==> src/rst_seq_pkg.sv <==
/*
  Constants, types and the register map of the reset source sequencer.
  Assumes a single 100 MHz core clock and a plain strobe register port.
*/
// Operation
// - Eight causes: power-on, pin, pin asleep, watchdog, brown-out, instruction, trap, illegal.
// - Watchdog wake-up resumes operation; no system reset, registers keep contents.
// - Master-clear pin is filtered; short pulses are ignored.
// - Master-clear pin is input only; internal resets never drive it.
// - Power-on pulse clears the power-on timer and enters reset.
// - On power-on the clock source comes from the oscillator configuration word.
// - After power-on wait the 10 us bias settle delay first.
// - Then apply power-up timeout: none, 4 ms, 16 ms or 64 ms.
// - After both delays release system reset on next first clock phase edge.
// - Monitor on and clock not ready at expiry: raise clock failure, use fast RC.
// - Monitor and timer off: leave reset fast; RC and external clocks run at once; the code still adds the 100 us delay for a crystal.
// - Monitor off and no clock: hold at reset vector until the clock starts.
// - Brown-out detection resets the device; trip level has three settings; the 2-bit brownout_level offers four.
// - On brown-out reselect clock from group select and primary mode fields.
// - Brown-out with oscillator mode starts start-up timer; clock held until expiry.
// - Brown-out with PLL holds clock until the PLL lock bit reads one.
// - Brown-out sets the brown-out flag in bit 1 of reset status.
// - Zero timeout with crystal adds a 100 us monitor start-up delay.
package rst_seq_pkg;
  localparam int unsigned CLK_MHZ = 100;
  localparam int unsigned BIAS_SETTLE_US = 10;
  localparam int unsigned MONITOR_START_US = 100;
  localparam int unsigned POWERUP_TIMER_4_MS = 4;
  localparam int unsigned POWERUP_TIMER_16_MS = 16;
  localparam int unsigned POWERUP_TIMER_64_MS = 64;
  localparam int unsigned BIAS_CYC = BIAS_SETTLE_US * CLK_MHZ;
  localparam int unsigned MONITOR_CYC = MONITOR_START_US * CLK_MHZ;
  localparam int unsigned POWERUP_TIMER_4_CYC = POWERUP_TIMER_4_MS * 1000 * CLK_MHZ;
  localparam int unsigned POWERUP_TIMER_16_CYC = POWERUP_TIMER_16_MS * 1000 * CLK_MHZ;
  localparam int unsigned POWERUP_TIMER_64_CYC = POWERUP_TIMER_64_MS * 1000 * CLK_MHZ;
  localparam int unsigned CNT_W = 24;
  localparam int unsigned FILT_DEFAULT = 8;

  // Register indices on the strobe port (word addresses).
  localparam logic [3:0] ADDR_STATUS = 4'h0;
  localparam logic [3:0] ADDR_MASK = 4'h1;
  localparam logic [3:0] ADDR_CONFIG = 4'h2;
  localparam logic [3:0] ADDR_OSC_CFG = 4'h3;
  localparam logic [3:0] ADDR_CLOCK = 4'h4;

  // Reset status bit positions; brown-out is fixed at bit 1.
  localparam int unsigned ST_POR = 0;
  localparam int unsigned ST_BOR = 1;
  localparam int unsigned ST_SLEEP = 3;
  localparam int unsigned ST_WDTO = 4;
  localparam int unsigned ST_SWR = 6;
  localparam int unsigned ST_EXTR = 7;
  localparam int unsigned ST_IOPU = 14;
  localparam int unsigned ST_TRAP = 15;
  localparam int unsigned ST_CF = 8;
  localparam logic [15:0] STATUS_RESET = 16'h0000;
  localparam logic [15:0] MASK_RESET = 16'h0000;

  // Oscillator configuration word fields.
  localparam int unsigned FPR_LO = 0;
  localparam int unsigned FOS_LO = 8;
  localparam int unsigned FCK_LO = 14;
  localparam logic [2:0] FOS_LPOSC = 3'h0;
  localparam logic [2:0] FOS_FRC = 3'h1;
  localparam logic [2:0] FOS_INTERNAL_LOW_POWER_RC = 3'h2;
  localparam logic [2:0] FOS_EXT = 3'h3;
  localparam logic [4:0] FPR_EC = 5'h0B;
  localparam logic [4:0] FPR_ERC = 5'h08;
  localparam logic [4:0] FPR_PLL_MIN = 5'h04;
  localparam logic [4:0] FPR_PLL_MAX = 5'h07;
  localparam logic [23:0] OSC_CFG_RESET = 24'h00C301;

  typedef enum logic [1:0] {
    POWERUP_TIMER_NONE = 2'b00,
    POWERUP_TIMER_4 = 2'b01,
    POWERUP_TIMER_16 = 2'b10,
    POWERUP_TIMER_64 = 2'b11
  } powerup_timer_sel_e;

  typedef enum logic [2:0] {
    SQ_HOLD = 3'b000,
    SQ_BIAS = 3'b001,
    SQ_POWERUP_TIMER = 3'b010,
    SQ_PHASE = 3'b011,
    SQ_CLKWAIT = 3'b100,
    SQ_RUN = 3'b101
  } seq_state_e;

  typedef enum logic [1:0] {
    SRC_FRC = 2'b00,
    SRC_INTERNAL_LOW_POWER_RC = 2'b01,
    SRC_PRIMARY = 2'b10,
    SRC_SECONDARY = 2'b11
  } clk_src_e;

  typedef struct packed {
    logic power_on;
    logic brownout_reset;
    logic watchdog_timer;
    logic wdt_in_sleep;
    logic reset_instr;
    logic trap_lockup_reset;
    logic illegal_op_reset;
    logic in_sleep;
  } reset_events_s;

  typedef struct packed {
    logic osc_running;
    logic ost_expired;
    logic pll_locked;
    logic first_clock_phase;
  } clock_status_s;

  typedef struct packed {
    logic [3:0] addr;
    logic [15:0] wdata;
    logic wr;
    logic rd;
  } reg_req_s;
endpackage

==> src/pin_filter.sv <==
/*
  Noise filter and synchroniser for the master-clear pin.
  Assumes an asynchronous pin; output is a clean level on core_clk.
*/
`timescale 1ns/1ns
module pin_filter #(
  parameter int unsigned FILT = 8
) (
  input wire logic core_clk, // Core clock.
  input wire logic rst_n, // Asynchronous reset, active low.
  input wire logic pin_n, // Raw pin level, active low.
  output logic asserted // Filtered assertion level.
);
  typedef struct packed {
    logic sync1;
    logic sync2;
    logic [7:0] cnt;
    logic level;
  } filt_state_s;

  filt_state_s st;
  filt_state_s next_st;

  always_comb begin
    next_st = st;
    next_st.sync1 = ~pin_n;
    next_st.sync2 = st.sync1;
    // A level must persist FILT cycles; shorter pulses restart the count.
    if (st.sync2 == st.level) begin
      next_st.cnt = 8'h00;
    end else if (st.cnt == 8'(FILT - 1)) begin
      next_st.level = st.sync2;
      next_st.cnt = 8'h00;
    end else begin
      next_st.cnt = st.cnt + 8'h01;
    end
  end

  always_ff @(posedge core_clk or negedge rst_n) begin
    if (!rst_n) begin
      st <= '0;
    end else begin
      st <= next_st;
    end
  end

  assign asserted = st.level;

  glitch_ignored_a: assert property (@(posedge core_clk) disable iff (!rst_n)
    $rose(st.sync2) ##1 $fell(st.sync2) |-> !st.level)
    else $error("short pin pulse passed the filter");
endmodule

==> src/reset_source_sequencer.sv <==
/*
  Reset source sequencer: collects reset causes, times bias and power-up
  delays, releases the system reset on a clock phase edge and picks the clock.
  Assumes supply monitors and core events are synchronous to core_clk, and
  that the pin-side master clear arrives asynchronously.
*/
// Added by the designer: the register offsets and strobed register access.
`timescale 1ns/1ns
module reset_source_sequencer
  import rst_seq_pkg::*;
#(
  parameter int unsigned BIAS_CYCLES = BIAS_CYC,
  parameter int unsigned MONITOR_CYCLES = MONITOR_CYC,
  parameter int unsigned PWRT4_CYCLES = POWERUP_TIMER_4_CYC,
  parameter int unsigned PWRT16_CYCLES = POWERUP_TIMER_16_CYC,
  parameter int unsigned PWRT64_CYCLES = POWERUP_TIMER_64_CYC,
  parameter int unsigned FILT_CYCLES = FILT_DEFAULT
) (
  input wire logic core_clk, // Core clock, 100 MHz.
  input wire logic rst_n, // Asynchronous reset, active low.
  input wire logic master_clear_pin_n, // External master clear pin, active low.
  input wire rst_seq_pkg::reset_events_s events, // Single-cycle reset cause pulses.
  input wire rst_seq_pkg::clock_status_s clk_status, // Oscillator state.
  input wire logic [3:0] addr, // Register word address.
  input wire logic [15:0] wdata, // Write data.
  input wire logic wr, // Write strobe.
  input wire logic rd, // Read strobe.
  output logic [15:0] rdata, // Read data, valid the cycle after rd.
  output logic system_reset_n, // Internal system reset, active low.
  output logic wake_resume, // Pulse: watchdog wake-up resumes execution.
  output logic clock_fail_trap, // Pulse: clock failure trap.
  output rst_seq_pkg::clk_src_e clk_source, // Selected clock source.
  output logic clock_enable, // System clock released to the core.
  output logic [1:0] brownout_level, // Brown-out trip level select.
  output logic irq // Interrupt, high while an unmasked status bit is set.
);
  import rst_seq_pkg::*;

  typedef struct packed {
    seq_state_e state;
    logic [CNT_W-1:0] cnt;
    logic [15:0] status;
    logic [15:0] mask;
    logic [23:0] osc_cfg;
    powerup_timer_sel_e powerup_timer;
    logic [1:0] bor_level;
    logic clk_hold;
    logic [15:0] rdata;
    clk_src_e src;
    logic trap;
    logic wake;
  } seq_state_s;

  seq_state_s st;
  seq_state_s next_st;
  logic master_clear_pin;
  logic master_clear_pin_q;
  logic sys_event;

  pin_filter #(.FILT(FILT_CYCLES)) u_filter (
    .core_clk(core_clk),
    .rst_n(rst_n),
    .pin_n(master_clear_pin_n),
    .asserted(master_clear_pin)
  );

  function automatic logic [CNT_W-1:0] powerup_timer_cycles(input powerup_timer_sel_e sel);
    unique case (sel)
      POWERUP_TIMER_NONE: powerup_timer_cycles = '0;
      POWERUP_TIMER_4: powerup_timer_cycles = CNT_W'(PWRT4_CYCLES);
      POWERUP_TIMER_16: powerup_timer_cycles = CNT_W'(PWRT16_CYCLES);
      POWERUP_TIMER_64: powerup_timer_cycles = CNT_W'(PWRT64_CYCLES);
    endcase
  endfunction

  function automatic clk_src_e pick_source(input logic [23:0] cfg);
    unique case (cfg[FOS_LO +: 3])
      FOS_FRC: pick_source = SRC_FRC;
      FOS_INTERNAL_LOW_POWER_RC: pick_source = SRC_INTERNAL_LOW_POWER_RC;
      FOS_LPOSC: pick_source = SRC_SECONDARY;
      default: pick_source = SRC_PRIMARY;
    endcase
  endfunction

  function automatic logic is_crystal(input logic [23:0] cfg);
    logic [4:0] fpr;
    fpr = cfg[FPR_LO +: 5];
    is_crystal = (cfg[FOS_LO +: 3] == FOS_LPOSC) ||
                 ((cfg[FOS_LO +: 3] == FOS_EXT) && fpr != FPR_EC && fpr != FPR_ERC);
  endfunction

  function automatic logic uses_pll(input logic [23:0] cfg);
    uses_pll = (cfg[FOS_LO +: 3] == FOS_EXT) &&
               (cfg[FPR_LO +: 5] >= FPR_PLL_MIN) && (cfg[FPR_LO +: 5] <= FPR_PLL_MAX);
  endfunction

  logic monitor_on;
  logic clk_ready;
  assign monitor_on = (st.osc_cfg[FCK_LO +: 2] == 2'b00);
  assign clk_ready = clk_status.osc_running &&
                     (!is_crystal(st.osc_cfg) || clk_status.ost_expired) &&
                     (!uses_pll(st.osc_cfg) || clk_status.pll_locked);
  assign sys_event = events.power_on || events.brownout_reset || events.watchdog_timer ||
                     events.reset_instr || events.trap_lockup_reset ||
                     events.illegal_op_reset || (master_clear_pin && !master_clear_pin_q);

  always_ff @(posedge core_clk or negedge rst_n) begin
    if (!rst_n) begin
      master_clear_pin_q <= 1'b0;
    end else begin
      master_clear_pin_q <= master_clear_pin;
    end
  end

  always_comb begin
    next_st = st;
    next_st.trap = 1'b0;
    next_st.wake = 1'b0;
    next_st.rdata = 16'h0000;
    // Software clear comes first so that a same-cycle event still sets its bit.
    if (wr && addr == ADDR_STATUS) begin
      next_st.status = st.status & ~wdata;
    end
    if (wr && addr == ADDR_MASK) begin
      next_st.mask = wdata;
    end
    if (wr && addr == ADDR_CONFIG) begin
      next_st.powerup_timer = powerup_timer_sel_e'(wdata[1:0]);
      next_st.bor_level = wdata[3:2];
    end
    if (wr && addr == ADDR_OSC_CFG) begin
      next_st.osc_cfg = {st.osc_cfg[23:16], wdata};
    end
    if (rd) begin
      unique case (addr)
        ADDR_STATUS: next_st.rdata = st.status;
        ADDR_MASK: next_st.rdata = st.mask;
        ADDR_CONFIG: next_st.rdata = {12'h000, st.bor_level, st.powerup_timer};
        ADDR_OSC_CFG: next_st.rdata = st.osc_cfg[15:0];
        ADDR_CLOCK: next_st.rdata = {9'h000, st.state, st.clk_hold, st.src, clock_enable};
        default: next_st.rdata = 16'h0000;
      endcase
    end
    // Cause flags are sticky and set by hardware events.
    if (events.power_on) begin
      next_st.status[ST_POR] = 1'b1;
      next_st.status[ST_BOR] = 1'b1;
    end
    if (events.brownout_reset) begin
      next_st.status[ST_BOR] = 1'b1;
    end
    if (events.watchdog_timer || events.wdt_in_sleep) begin
      next_st.status[ST_WDTO] = 1'b1;
    end
    if (events.wdt_in_sleep) begin
      next_st.status[ST_SLEEP] = 1'b1;
    end
    if (events.reset_instr) begin
      next_st.status[ST_SWR] = 1'b1;
    end
    if (events.trap_lockup_reset) begin
      next_st.status[ST_TRAP] = 1'b1;
    end
    if (events.illegal_op_reset) begin
      next_st.status[ST_IOPU] = 1'b1;
    end
    if (master_clear_pin && !master_clear_pin_q) begin
      next_st.status[ST_EXTR] = 1'b1;
      if (events.in_sleep) begin
        next_st.status[ST_SLEEP] = 1'b1;
      end
    end
    // A watchdog wake from sleep only resumes; the sequencer is not restarted.
    if (events.wdt_in_sleep && !sys_event) begin
      next_st.wake = 1'b1;
    end
    if (sys_event) begin
      next_st.state = SQ_HOLD;
      next_st.cnt = '0;
      if (events.power_on || events.brownout_reset) begin
        next_st.src = pick_source(st.osc_cfg);
        next_st.clk_hold = is_crystal(st.osc_cfg) || uses_pll(st.osc_cfg);
      end
    end else begin
      unique case (st.state)
        SQ_HOLD: begin
          if (!master_clear_pin) begin
            next_st.state = SQ_BIAS;
          end
        end
        SQ_BIAS: begin
          next_st.cnt = st.cnt + 1'b1;
          if (st.cnt >= CNT_W'(BIAS_CYCLES - 1)) begin
            next_st.cnt = '0;
            next_st.state = SQ_POWERUP_TIMER;
          end
        end
        SQ_POWERUP_TIMER: begin
          next_st.cnt = st.cnt + 1'b1;
          if (st.powerup_timer == POWERUP_TIMER_NONE && is_crystal(st.osc_cfg)) begin
            if (st.cnt >= CNT_W'(MONITOR_CYCLES - 1)) begin
              next_st.state = SQ_PHASE;
            end
          end else if (st.powerup_timer == POWERUP_TIMER_NONE ||
                       st.cnt >= powerup_timer_cycles(st.powerup_timer) - 1'b1) begin
            next_st.state = SQ_PHASE;
          end
        end
        SQ_PHASE: begin
          next_st.cnt = '0;
          // The trap path also leaves reset on the phase edge, like a normal release.
          if (clk_status.first_clock_phase) begin
            if (monitor_on && !clk_ready) begin
              next_st.trap = 1'b1;
              next_st.src = SRC_FRC;
              next_st.clk_hold = 1'b0;
              next_st.status[ST_CF] = 1'b1;
              next_st.state = SQ_RUN;
            end else begin
              next_st.state = SQ_CLKWAIT;
            end
          end
        end
        SQ_CLKWAIT: begin
          if (clk_ready) begin
            next_st.clk_hold = 1'b0;
            next_st.state = SQ_RUN;
          end
        end
        SQ_RUN: next_st.state = SQ_RUN;
        default: next_st.state = SQ_HOLD;
      endcase
    end
  end

  always_ff @(posedge core_clk or negedge rst_n) begin
    if (!rst_n) begin
      st <= '{state: SQ_HOLD, cnt: '0, status: STATUS_RESET, mask: MASK_RESET,
              osc_cfg: OSC_CFG_RESET, powerup_timer: POWERUP_TIMER_NONE, bor_level: 2'b00,
              clk_hold: 1'b1, rdata: 16'h0000, src: SRC_FRC, trap: 1'b0, wake: 1'b0};
    end else begin
      st <= next_st;
    end
  end

  // Reset leaves only after the phase edge; frozen at the vector until clock runs.
  assign system_reset_n = (st.state == SQ_CLKWAIT) || (st.state == SQ_RUN);
  assign clock_enable = (st.state == SQ_RUN) && !st.clk_hold;
  assign rdata = st.rdata;
  assign wake_resume = st.wake;
  assign clock_fail_trap = st.trap;
  assign clk_source = st.src;
  assign brownout_level = st.bor_level;
  assign irq = |(st.status & st.mask);

  por_restarts_a: assert property (@(posedge core_clk) disable iff (!rst_n)
    events.power_on |=> st.state == SQ_HOLD && !system_reset_n)
    else $error("power-on did not enter reset");
  bor_flag_a: assert property (@(posedge core_clk) disable iff (!rst_n)
    events.brownout_reset |=> st.status[ST_BOR])
    else $error("brown-out flag not set");
  bias_delay_a: assert property (@(posedge core_clk) disable iff (!rst_n)
    $rose(st.state == SQ_BIAS) && !sys_event |=> st.state == SQ_BIAS [*8])
    else $error("bias delay cut short");
  release_phase_a: assert property (@(posedge core_clk) disable iff (!rst_n)
    $rose(system_reset_n) |-> $past(clk_status.first_clock_phase))
    else $error("reset released off phase edge");
  fail_trap_a: assert property (@(posedge core_clk) disable iff (!rst_n)
    st.state == SQ_PHASE && monitor_on && !clk_ready && !sys_event &&
    clk_status.first_clock_phase
    |=> clock_fail_trap && clk_source == SRC_FRC)
    else $error("clock failure not trapped");
  frozen_clock_a: assert property (@(posedge core_clk) disable iff (!rst_n)
    st.state == SQ_CLKWAIT && !clk_ready |-> !clock_enable)
    else $error("clock released before ready");
  wake_no_reset_a: assert property (@(posedge core_clk) disable iff (!rst_n)
    events.wdt_in_sleep && !sys_event && system_reset_n |=> system_reset_n && wake_resume)
    else $error("watchdog wake caused reset");
  cause_flag_a: assert property (@(posedge core_clk) disable iff (!rst_n)
    events.trap_lockup_reset |=> st.status[ST_TRAP] ##1 st.status[ST_TRAP] || $past(wr))
    else $error("trap cause flag not kept");
  powerup_timer_state_a: assert property (@(posedge core_clk) disable iff (!rst_n)
    st.state == SQ_POWERUP_TIMER && st.powerup_timer != POWERUP_TIMER_NONE && st.cnt == '0 && !sys_event
    |=> st.state == SQ_POWERUP_TIMER)
    else $error("power-up timeout skipped");

  release_c: cover property (@(posedge core_clk) disable iff (!rst_n) $rose(system_reset_n));
  trap_c: cover property (@(posedge core_clk) disable iff (!rst_n) clock_fail_trap);
  wake_c: cover property (@(posedge core_clk) disable iff (!rst_n) wake_resume);
  bor_c: cover property (@(posedge core_clk) disable iff (!rst_n) events.brownout_reset);
endmodule

==> config.mk <==
export PLATFORM = sky130hd
export DESIGN_NAME = reset_source_sequencer
export DESIGN_NICKNAME = d
export VERILOG_FILES = /design/src/rst_seq_pkg.sv /design/src/pin_filter.sv /design/src/reset_source_sequencer.sv
export SDC_FILE = /design/constraint.sdc
export NUM_CORES = 1
export LEC_CHECK = 0
export BUFFER_PORTS_ARGS = -buffer_cell sky130_fd_sc_hd__buf_2
export CAP_MARGIN = 20
export CELL_PAD_IN_SITES_DETAIL_PLACEMENT = 0
export CELL_PAD_IN_SITES_GLOBAL_PLACEMENT = 1
export CORE_MARGIN = 4
export CORE_UTILIZATION = 50
export DETAILED_ROUTE_END_ITERATION = 7
export HOLD_SLACK_MARGIN = 0.1
export PLACE_DENSITY_LB_ADDON = 0.1
export SETUP_SLACK_MARGIN = 0.4
export SLEW_MARGIN = 30
export SYNTH_ARGS = -nofsm -noshare
export SYNTH_HDL_FRONTEND = slang
export SYNTH_SLANG_ARGS = --single-unit
==> constraint.sdc <==
create_clock -name core_clk -period 3.4 [get_ports core_clk]
set_input_delay 0.17 -clock core_clk [delete_from_list [all_inputs] [get_ports core_clk]]
set_output_delay 0.17 -clock core_clk [all_outputs]
set_load 0.005 [all_outputs]
; Yosys cells after proc, flatten, opt, wreduce, memory -nomap -nowiden
; Index checks and enable logic that the tools add are counted.
[word_totals]
reg_bits = 112
latchBits = 0
mem_bits_rw = 0
rom_bits = 0
inputBits = 37
output_inout_bits = 25
elab_cells = 169
n_memories = 0
[classes]
addsub = 3
multipliers = 0
n_div = 0
order_cmp = 5
n_eq_ne = 27
shifts = 0
mux = 48
n_bitwise = 5
n_reduce_logical = 56
[op_table]
columns = op, n
row1 = $pmux W24 S4, 1
row2 = $pmux W16 S5, 1
row3 = $mux W24, 3
row4 = $pmux W24 S3, 1
row5 = $mux W27, 2
row6 = $and A16 B16 Y16, 2
row7 = $mux W16, 2
row8 = $mux W3, 9
row9 = $add A24 B1 Y24 const B, 1
row10 = $ge A24 B10 Y1 const B, 1
row11 = $ge A24 B14 Y1 const B, 1
row12 = $ge A24 B24 Y1, 1
row13 = $sub A24 B1 Y24 const B, 1
row14 = $mux W1, 21
row15 = $pmux W3 S6, 1
row16 = $reduce_bool A2 Y1, 9
row17 = $mux W8, 2
row18 = $not A16 Y16, 1
row19 = $reduce_or A16 Y1, 1
row20 = $logic_and A1 B1 Y1, 15
row21 = $ne A3 B3 Y1 const B, 5
row22 = $logic_or A1 B1 Y1, 13
row23 = $eq A3 B2 Y1 const B, 4
row24 = $ne A5 B4 Y1 const B, 2
row25 = other kinds (28), 44

; Logic depth before layout (Yosys ltp)
[logic_depth]
ltp_word = 15
depth_mapped = 10
depth_no_buf = 10

; Modules after synthesis
; From an unflattened synthesis, not the netlist that was laid out.
[hier_totals]
hier_cells = 549
area_unflattened_um2 = 5903.2
[modules_own_cells]
columns = module, instances, cells_each, area_per_inst_um2, seq_area_each_um2
row1 = reset_source_sequencer, 1, 505, 5391.4, 2534.9
row2 = pin_filter, 1, 44, 511.7, 275.3

; Least setup slack after synthesis
; No wires, ideal clock.
[synth_path]
path_type = reg2reg
startpoint = register st[24] (netlist bit)
endpoint = register st[105] (netlist bit)
setup_time_ns = 0.101
t_arrival_ns = 2.147
required_ns = 3.299
path_slack_ns = 1.152
path_stages_with_launch = 11
path_buffers = 0
period_less_slack_ns = 2.248
path_cell_list = dfrtp_1 inv_1 ha_1 xnor2_1 ha_1 nand4_1 nor3_1 a22o_1 a211oi_1 or3_1 o32ai_1
[synth_between]
elab_chain_cells = 10
elab_cells_between_ends = 18
classes_between = 1 x add/sub / 1 x order compare / 5 x eq/ne / 7 x mux / 4 x reduce/logical
[synth_lines]
columns = element, line_no
row1 = start: declaration, reset_source_sequencer.sv:54  ; seq_state_s st;
row2 = start signal: assignment, reset_source_sequencer.sv:238  ; st <= '{state: SQ_HOLD, cnt: '0, status: STATUS_RESET, mask: MASK_RESET,
row3 = start signal: assignment, reset_source_sequencer.sv:242  ; st <= next_st;
row4 = "$eq A2 B2 Y1, or another cell as far along", reset_source_sequencer.sv:68  ; unique case (sel)
row5 = $pmux W24 S4, reset_source_sequencer.sv:68
row6 = $mux W24, reset_source_sequencer.sv:200  ; if (st.powerup_timer == POWERUP_TIMER_NONE && is_crystal(st.osc_cfg)) begin
row7 = $mux W24, reset_source_sequencer.sv:185  ; unique case (st.state)
row8 = $mux W24, reset_source_sequencer.sv:177  ; if (sys_event) begin
row9 = $sub A24 B1 Y24, reset_source_sequencer.sv:205  ; st.cnt >= powerup_timer_cycles(st.powerup_timer) - 1'b1) begin
row10 = $ge A24 B24 Y1, reset_source_sequencer.sv:205
row11 = $logic_or A1 B1 Y1, reset_source_sequencer.sv:204  ; end else if (st.powerup_timer == POWERUP_TIMER_NONE ||
row12 = $ne A4 B4 Y1 (no source line), -
row13 = $reduce_and A6 Y1 (no source line), -
; Parallel ways exist; a longest one is shown, timed or not. The select of a mux whose other input is x is not followed.
; A chain may end at the register's enable or synchronous reset.

; Worst setup path in the final report
; Ends and elaborated chain as after synthesis.

==> flow_results.xml <==
<?xml version="1.0" encoding="UTF-8"?>
<metrics>
  <group name="sta">
    <metric name="max-slew-margin-rel" unit="">0.390</metric>
    <metric name="finish_stage_setup_viols" unit="">0</metric>
    <metric name="fin_setup_tns" unit="ns">0</metric>
    <metric name="fmax" unit="MHz">393</metric>
    <metric name="min_period" unit="ns">2.54</metric>
    <metric name="timing.final.ws_setup" unit="ns">0.856</metric>
    <metric name="largest_clock_skew_in_the_final_design" unit="ns">0.00683</metric>
    <metric name="layout_worst_path_cycle_share" unit="">0.748</metric>
    <metric name="rsz0062_at_grt" unit="">no</metric>
    <metric name="worst_slew_pin_slew" unit="ns">0.913</metric>
    <metric name="timing_hold_violations_final" unit="">0</metric>
    <metric name="timing_max_transition_violations_final" unit="">0</metric>
  </group>
  <group name="setup_path">
    <metric name="startpoint_to_endpoint_class_of_the_critical_path" unit="">flop to flop</metric>
    <metric name="cp.required" unit="ns">3.65</metric>
    <metric name="worst_path_max_delay_cell" unit="">dfrtp_1</metric>
    <metric name="cp.arrival" unit="ns">2.80</metric>
    <metric name="setup_crit_start_kind" unit="">flop</metric>
    <metric name="cpMostUsedCell" unit="">ha_1</metric>
    <metric name="crit_path_cell_trace" unit="">inv_1 &gt; ha_1 &gt; xnor2_1 &gt; ha_1 &gt; nand4_1 &gt; nor3_1 &gt; a22o_1 &gt; a211oi_1 &gt; or3_1 &gt; o32ai_1</metric>
    <metric name="largest_fanout_of_any_net_on_the_critical_path" unit="">8</metric>
    <metric name="r2r_cells" unit="">10</metric>
    <metric name="worst_path_largest_cell_delay" unit="ns">0.49</metric>
    <metric name="cp-end-kind" unit="">flop</metric>
  </group>
  <group name="floorplan">
    <metric name="number_of_rows_created_at_floorplan" unit="">39</metric>
    <metric name="floorplan.die_area" unit="sq um">13600</metric>
    <metric name="dieHeight" unit="um">117</metric>
    <metric name="initial_core_util" unit="">0.513</metric>
    <metric name="die_span_x" unit="um">117</metric>
    <metric name="core-area" unit="sq um">11500</metric>
    <metric name="design.portCount" unit="">62</metric>
  </group>
  <group name="cts">
    <metric name="cts.sink_count" unit="">112</metric>
    <metric name="max-clock-path-buffers" unit="">2</metric>
    <metric name="worst_setup_hold_path_clk_slew" unit="ns">0.07</metric>
    <metric name="cts.root.buffer_cell" unit="">clkbuf_16</metric>
    <metric name="worstSkewPairLatency" unit="ns">0.36</metric>
    <metric name="cts_tree" unit="">done</metric>
    <metric name="cts_inserted_buffers" unit="">9</metric>
    <metric name="cts_htree_levels" unit="">3</metric>
  </group>
  <group name="hold_path">
    <metric name="worstHoldPathType" unit="">input port to flop</metric>
    <metric name="hold_depth" unit="">2</metric>
  </group>
  <group name="cells_and_area">
    <metric name="area.growth.synth_to_final" unit="%">14.4</metric>
    <metric name="final_area" unit="sq um">6740</metric>
    <metric name="n_antenna_cell" unit="">0</metric>
    <metric name="stdcell_count" unit="">778</metric>
    <metric name="layout-drive-gt1-share" unit="">0.219</metric>
    <metric name="nNetsFinal" unit="">691</metric>
    <metric name="filler_cell_count" unit="">1014</metric>
  </group>
  <group name="drt">
    <metric name="wire_per_inst" unit="um">19.0</metric>
    <metric name="postRouteAntennaNets" unit="">0</metric>
    <metric name="dr_total_vias" unit="">4551</metric>
    <metric name="dr.first_iter.drc_count" unit="">391</metric>
    <metric name="postRouteWirelength" unit="um">14800</metric>
    <metric name="detailedRoute.firstPassIterationCount" unit="">8</metric>
    <metric name="route.detailed.drc" unit="">0</metric>
    <metric name="routed_via_density" unit="">5.85</metric>
  </group>
  <group name="global_routing">
    <metric name="antenna_found_initial" unit="">0</metric>
    <metric name="maximum_number_of_pins_on_one_net_before_global_route_repair" unit="">60</metric>
    <metric name="grt_overflow" unit="">0</metric>
    <metric name="gr-usage-all-layers" unit="">0.228</metric>
    <metric name="grt_pass1_wl" unit="um">23600</metric>
    <metric name="vias_in_the_first_global_route" unit="">4315</metric>
  </group>
  <group name="logic_synthesis">
    <metric name="syn_area_per_cell" unit="sq um">10.4</metric>
    <metric name="post_synth_adder_cell_area" unit="">0.0510</metric>
    <metric name="post-synth-top-area-fraction" unit="">0.451</metric>
    <metric name="postSynth.asyncResetShare" unit="">1.00</metric>
    <metric name="synth_top_family_by_area" unit="">simple AND/OR/NAND/NOR gates</metric>
    <metric name="synth_mux_area_frac" unit="">0.0878</metric>
    <metric name="ys_warn_count" unit="">0</metric>
    <metric name="postSynth.topFlopCell" unit="">dfrtp_1</metric>
    <metric name="synth-compound-area-share" unit="">0.122</metric>
    <metric name="ys_seq_elements" unit="">112</metric>
    <metric name="netlist_area" unit="sq um">5890</metric>
    <metric name="syn-num-nets" unit="">627</metric>
    <metric name="post_synth_main_area_contributors" unit="">dfrtp_1, mux2_2, ha_1</metric>
    <metric name="number_of_enable_flip_flop_cells_after_synthesis" unit="">0</metric>
    <metric name="yosys.area_share.simple" unit="">0.181</metric>
    <metric name="synth_largest_area_cell" unit="">dfrtp_1</metric>
    <metric name="syn_inst" unit="">566</metric>
    <metric name="seq_area_frac_synth" unit="">0.477</metric>
    <metric name="synthDistinctLibCells" unit="">68</metric>
    <metric name="synth_xor_area_frac" unit="">0.0342</metric>
  </group>
  <group name="pwr">
    <metric name="cellLeakagePower" unit="nW">3.01</metric>
    <metric name="power.density" unit="nW/um^2">489</metric>
    <metric name="irDropWorstVdd" unit="V">0.000412</metric>
  </group>
  <group name="outcome">
    <metric name="outcome" unit="">finished clean</metric>
  </group>
  <group name="placed_design">
    <metric name="placed_cells_incl_taps" unit="">739</metric>
    <metric name="placed_area" unit="sq um">6200</metric>
    <metric name="port_buffers" unit="">61</metric>
    <metric name="post-dp-hpwl" unit="um">10800</metric>
    <metric name="gp_routability_congestion" unit="">0.866</metric>
    <metric name="post-place-ws" unit="ns">0.914</metric>
  </group>
  <group name="flow_run">
    <metric name="max_cap_viol_count" unit="">0</metric>
  </group>
</metrics>
## timing repair
| action | CTS | global route |
|---|---|---|
| setup buffers | 0 | 0 |
| resized for setup | 0 | 0 |
| hold endpoints to repair | 87 | 1 |
| hold buffers | 22 | 1 |
## cell families after synthesis
logic type	count (synthesis)
and+or+nand+nor	206
buffers and inverters	50
DFF	112
adders and majority gates	24
AOI/OAI and AO/OA	104
muxes	47
xor gates and xnor gates	23
## critical path, delay by kind of cell (launching register included)
family	cells	cell delay, ns
AO/OA/AOI/OAI	3	0.35
adder cells (fa/ha/maj)	2	0.55
XOR/XNOR	1	0.20
buffers and inverters	1	0.13
AND/OR/NAND/NOR	3	0.72
flip-flops	1	0.49
## report_power, final
group | leakage, nW | total [W] | switching [W] | internal, W
Clock | 0.141 | 0.00109 | 0.000495 | 0.000593
Sequential | 1.44 | 0.00163 | 0.000137 | 0.00149
Combinational | 1.43 | 0.000575 | 0.000297 | 0.000278
## state kept, by name, summed over array words and instances, names as in the netlist
| signal | flops |
|---|---|
| clk_source | 2 |
| u_filter.asserted | 1 |
| wake_resume | 1 |
| master_clear_pin_q | 1 |
| u_filter.st | 9 |
| u_filter.next_st | 1 |
| rdata | 16 |
| st | 78 |
| clock_fail_trap | 1 |
| brownout_level | 2 |
## stage by stage
| stage | total power [W] | hold WS (ns) | utilization |
|---|---|---|---|
| after floorplan | 0.00201 | -0.126 | - |
| after global placement | 0.00219 | 0.274 | 0.541 |
| after detailed placement | 0.00221 | 0.286 | 0.541 |
| after CTS | 0.00332 | 0.101 | 0.586 |
| after global routing | 0.00347 | 0.125 | 0.587 |
| final | 0.00329 | 0.132 | 0.587 |
## synthesized netlist by cell type (all sizes together), types with 4 or more instances
library cell / n
nand2b: 4
nor2: 61
a21oi: 25
a22o: 7
buf: 23
inv: 12
o22ai: 5
o21ai: 16
mux2: 37
ha: 24
nor4: 13
or3: 6
xor2: 13
a21o: 10
nand3: 17
and3: 8
a221oi: 4
mux2i: 10
clkbuf: 15
a21boi: 7
dfstp: 6
a222oi: 7
nand2: 48
nand4: 12
nor3: 10
dfrtp: 106
nor4b: 4
xnor2: 10
## path summary, 6_finish.rpt
kind / end / slack, ns / start
worst max-delay path: st[105] / 0.86 / st[24]
worst min-delay path: st[28] / 0.13 / wdata[3]
worst max register to register: st[105] / 0.86 / st[24]
worst min register to register: u_filter.st[9] / 0.35 / u_filter.next_st[9]
max in group asynchronous: st[89] / 2.11 / rst_n
min in group asynchronous: brownout_level[0] / 0.42 / rst_n
## metal layers
metal,routed length (um),vias up,global-route usage
li1,-,2178,-
met1,7050,2231,0.329
met2,6740,116,0.349
met3,698,26,0.0415
met4,311,0,0.0773
met5,0,-,0
## layout make-up
class                      instances  area, sq um  area share
clock buffer                      10          239      0.0355
clock inverter                     6         66.3     0.00985
inverter                          12         45.0     0.00669
multi-input combinational        404         2810       0.416
sequential                       112         2810       0.417
tap                              143          179      0.0266
timing repair buffer              91          591      0.0877
## placed cells by master (no fill, tap or decap), drive strengths merged, types with 3 or more instances in the layout
master         n
a222oi         7
a21oi         25
nand2         48
nor2          61
nor4          13
nor4b          4
or3            6
dlygate4sd3   23
ha            24
nand3         17
clkbuf        10
dfstp          6
o211ai         3
mux2          37
and3           8
or4            3
and4           3
a221oi         4
buf           68
nand2b         4
a211oi         3
nor3b          3
nor3          10
o22ai          5
a21boi         7
xnor2         10
and2           3
o21ai         16
mux2i         10
a22oi          3
clkinvlp       3
or2            3
a22o           7
dfrtp        106
a21o          10
xor2          13
nand4         12
inv           13
(Power assumes the default switching activity.)
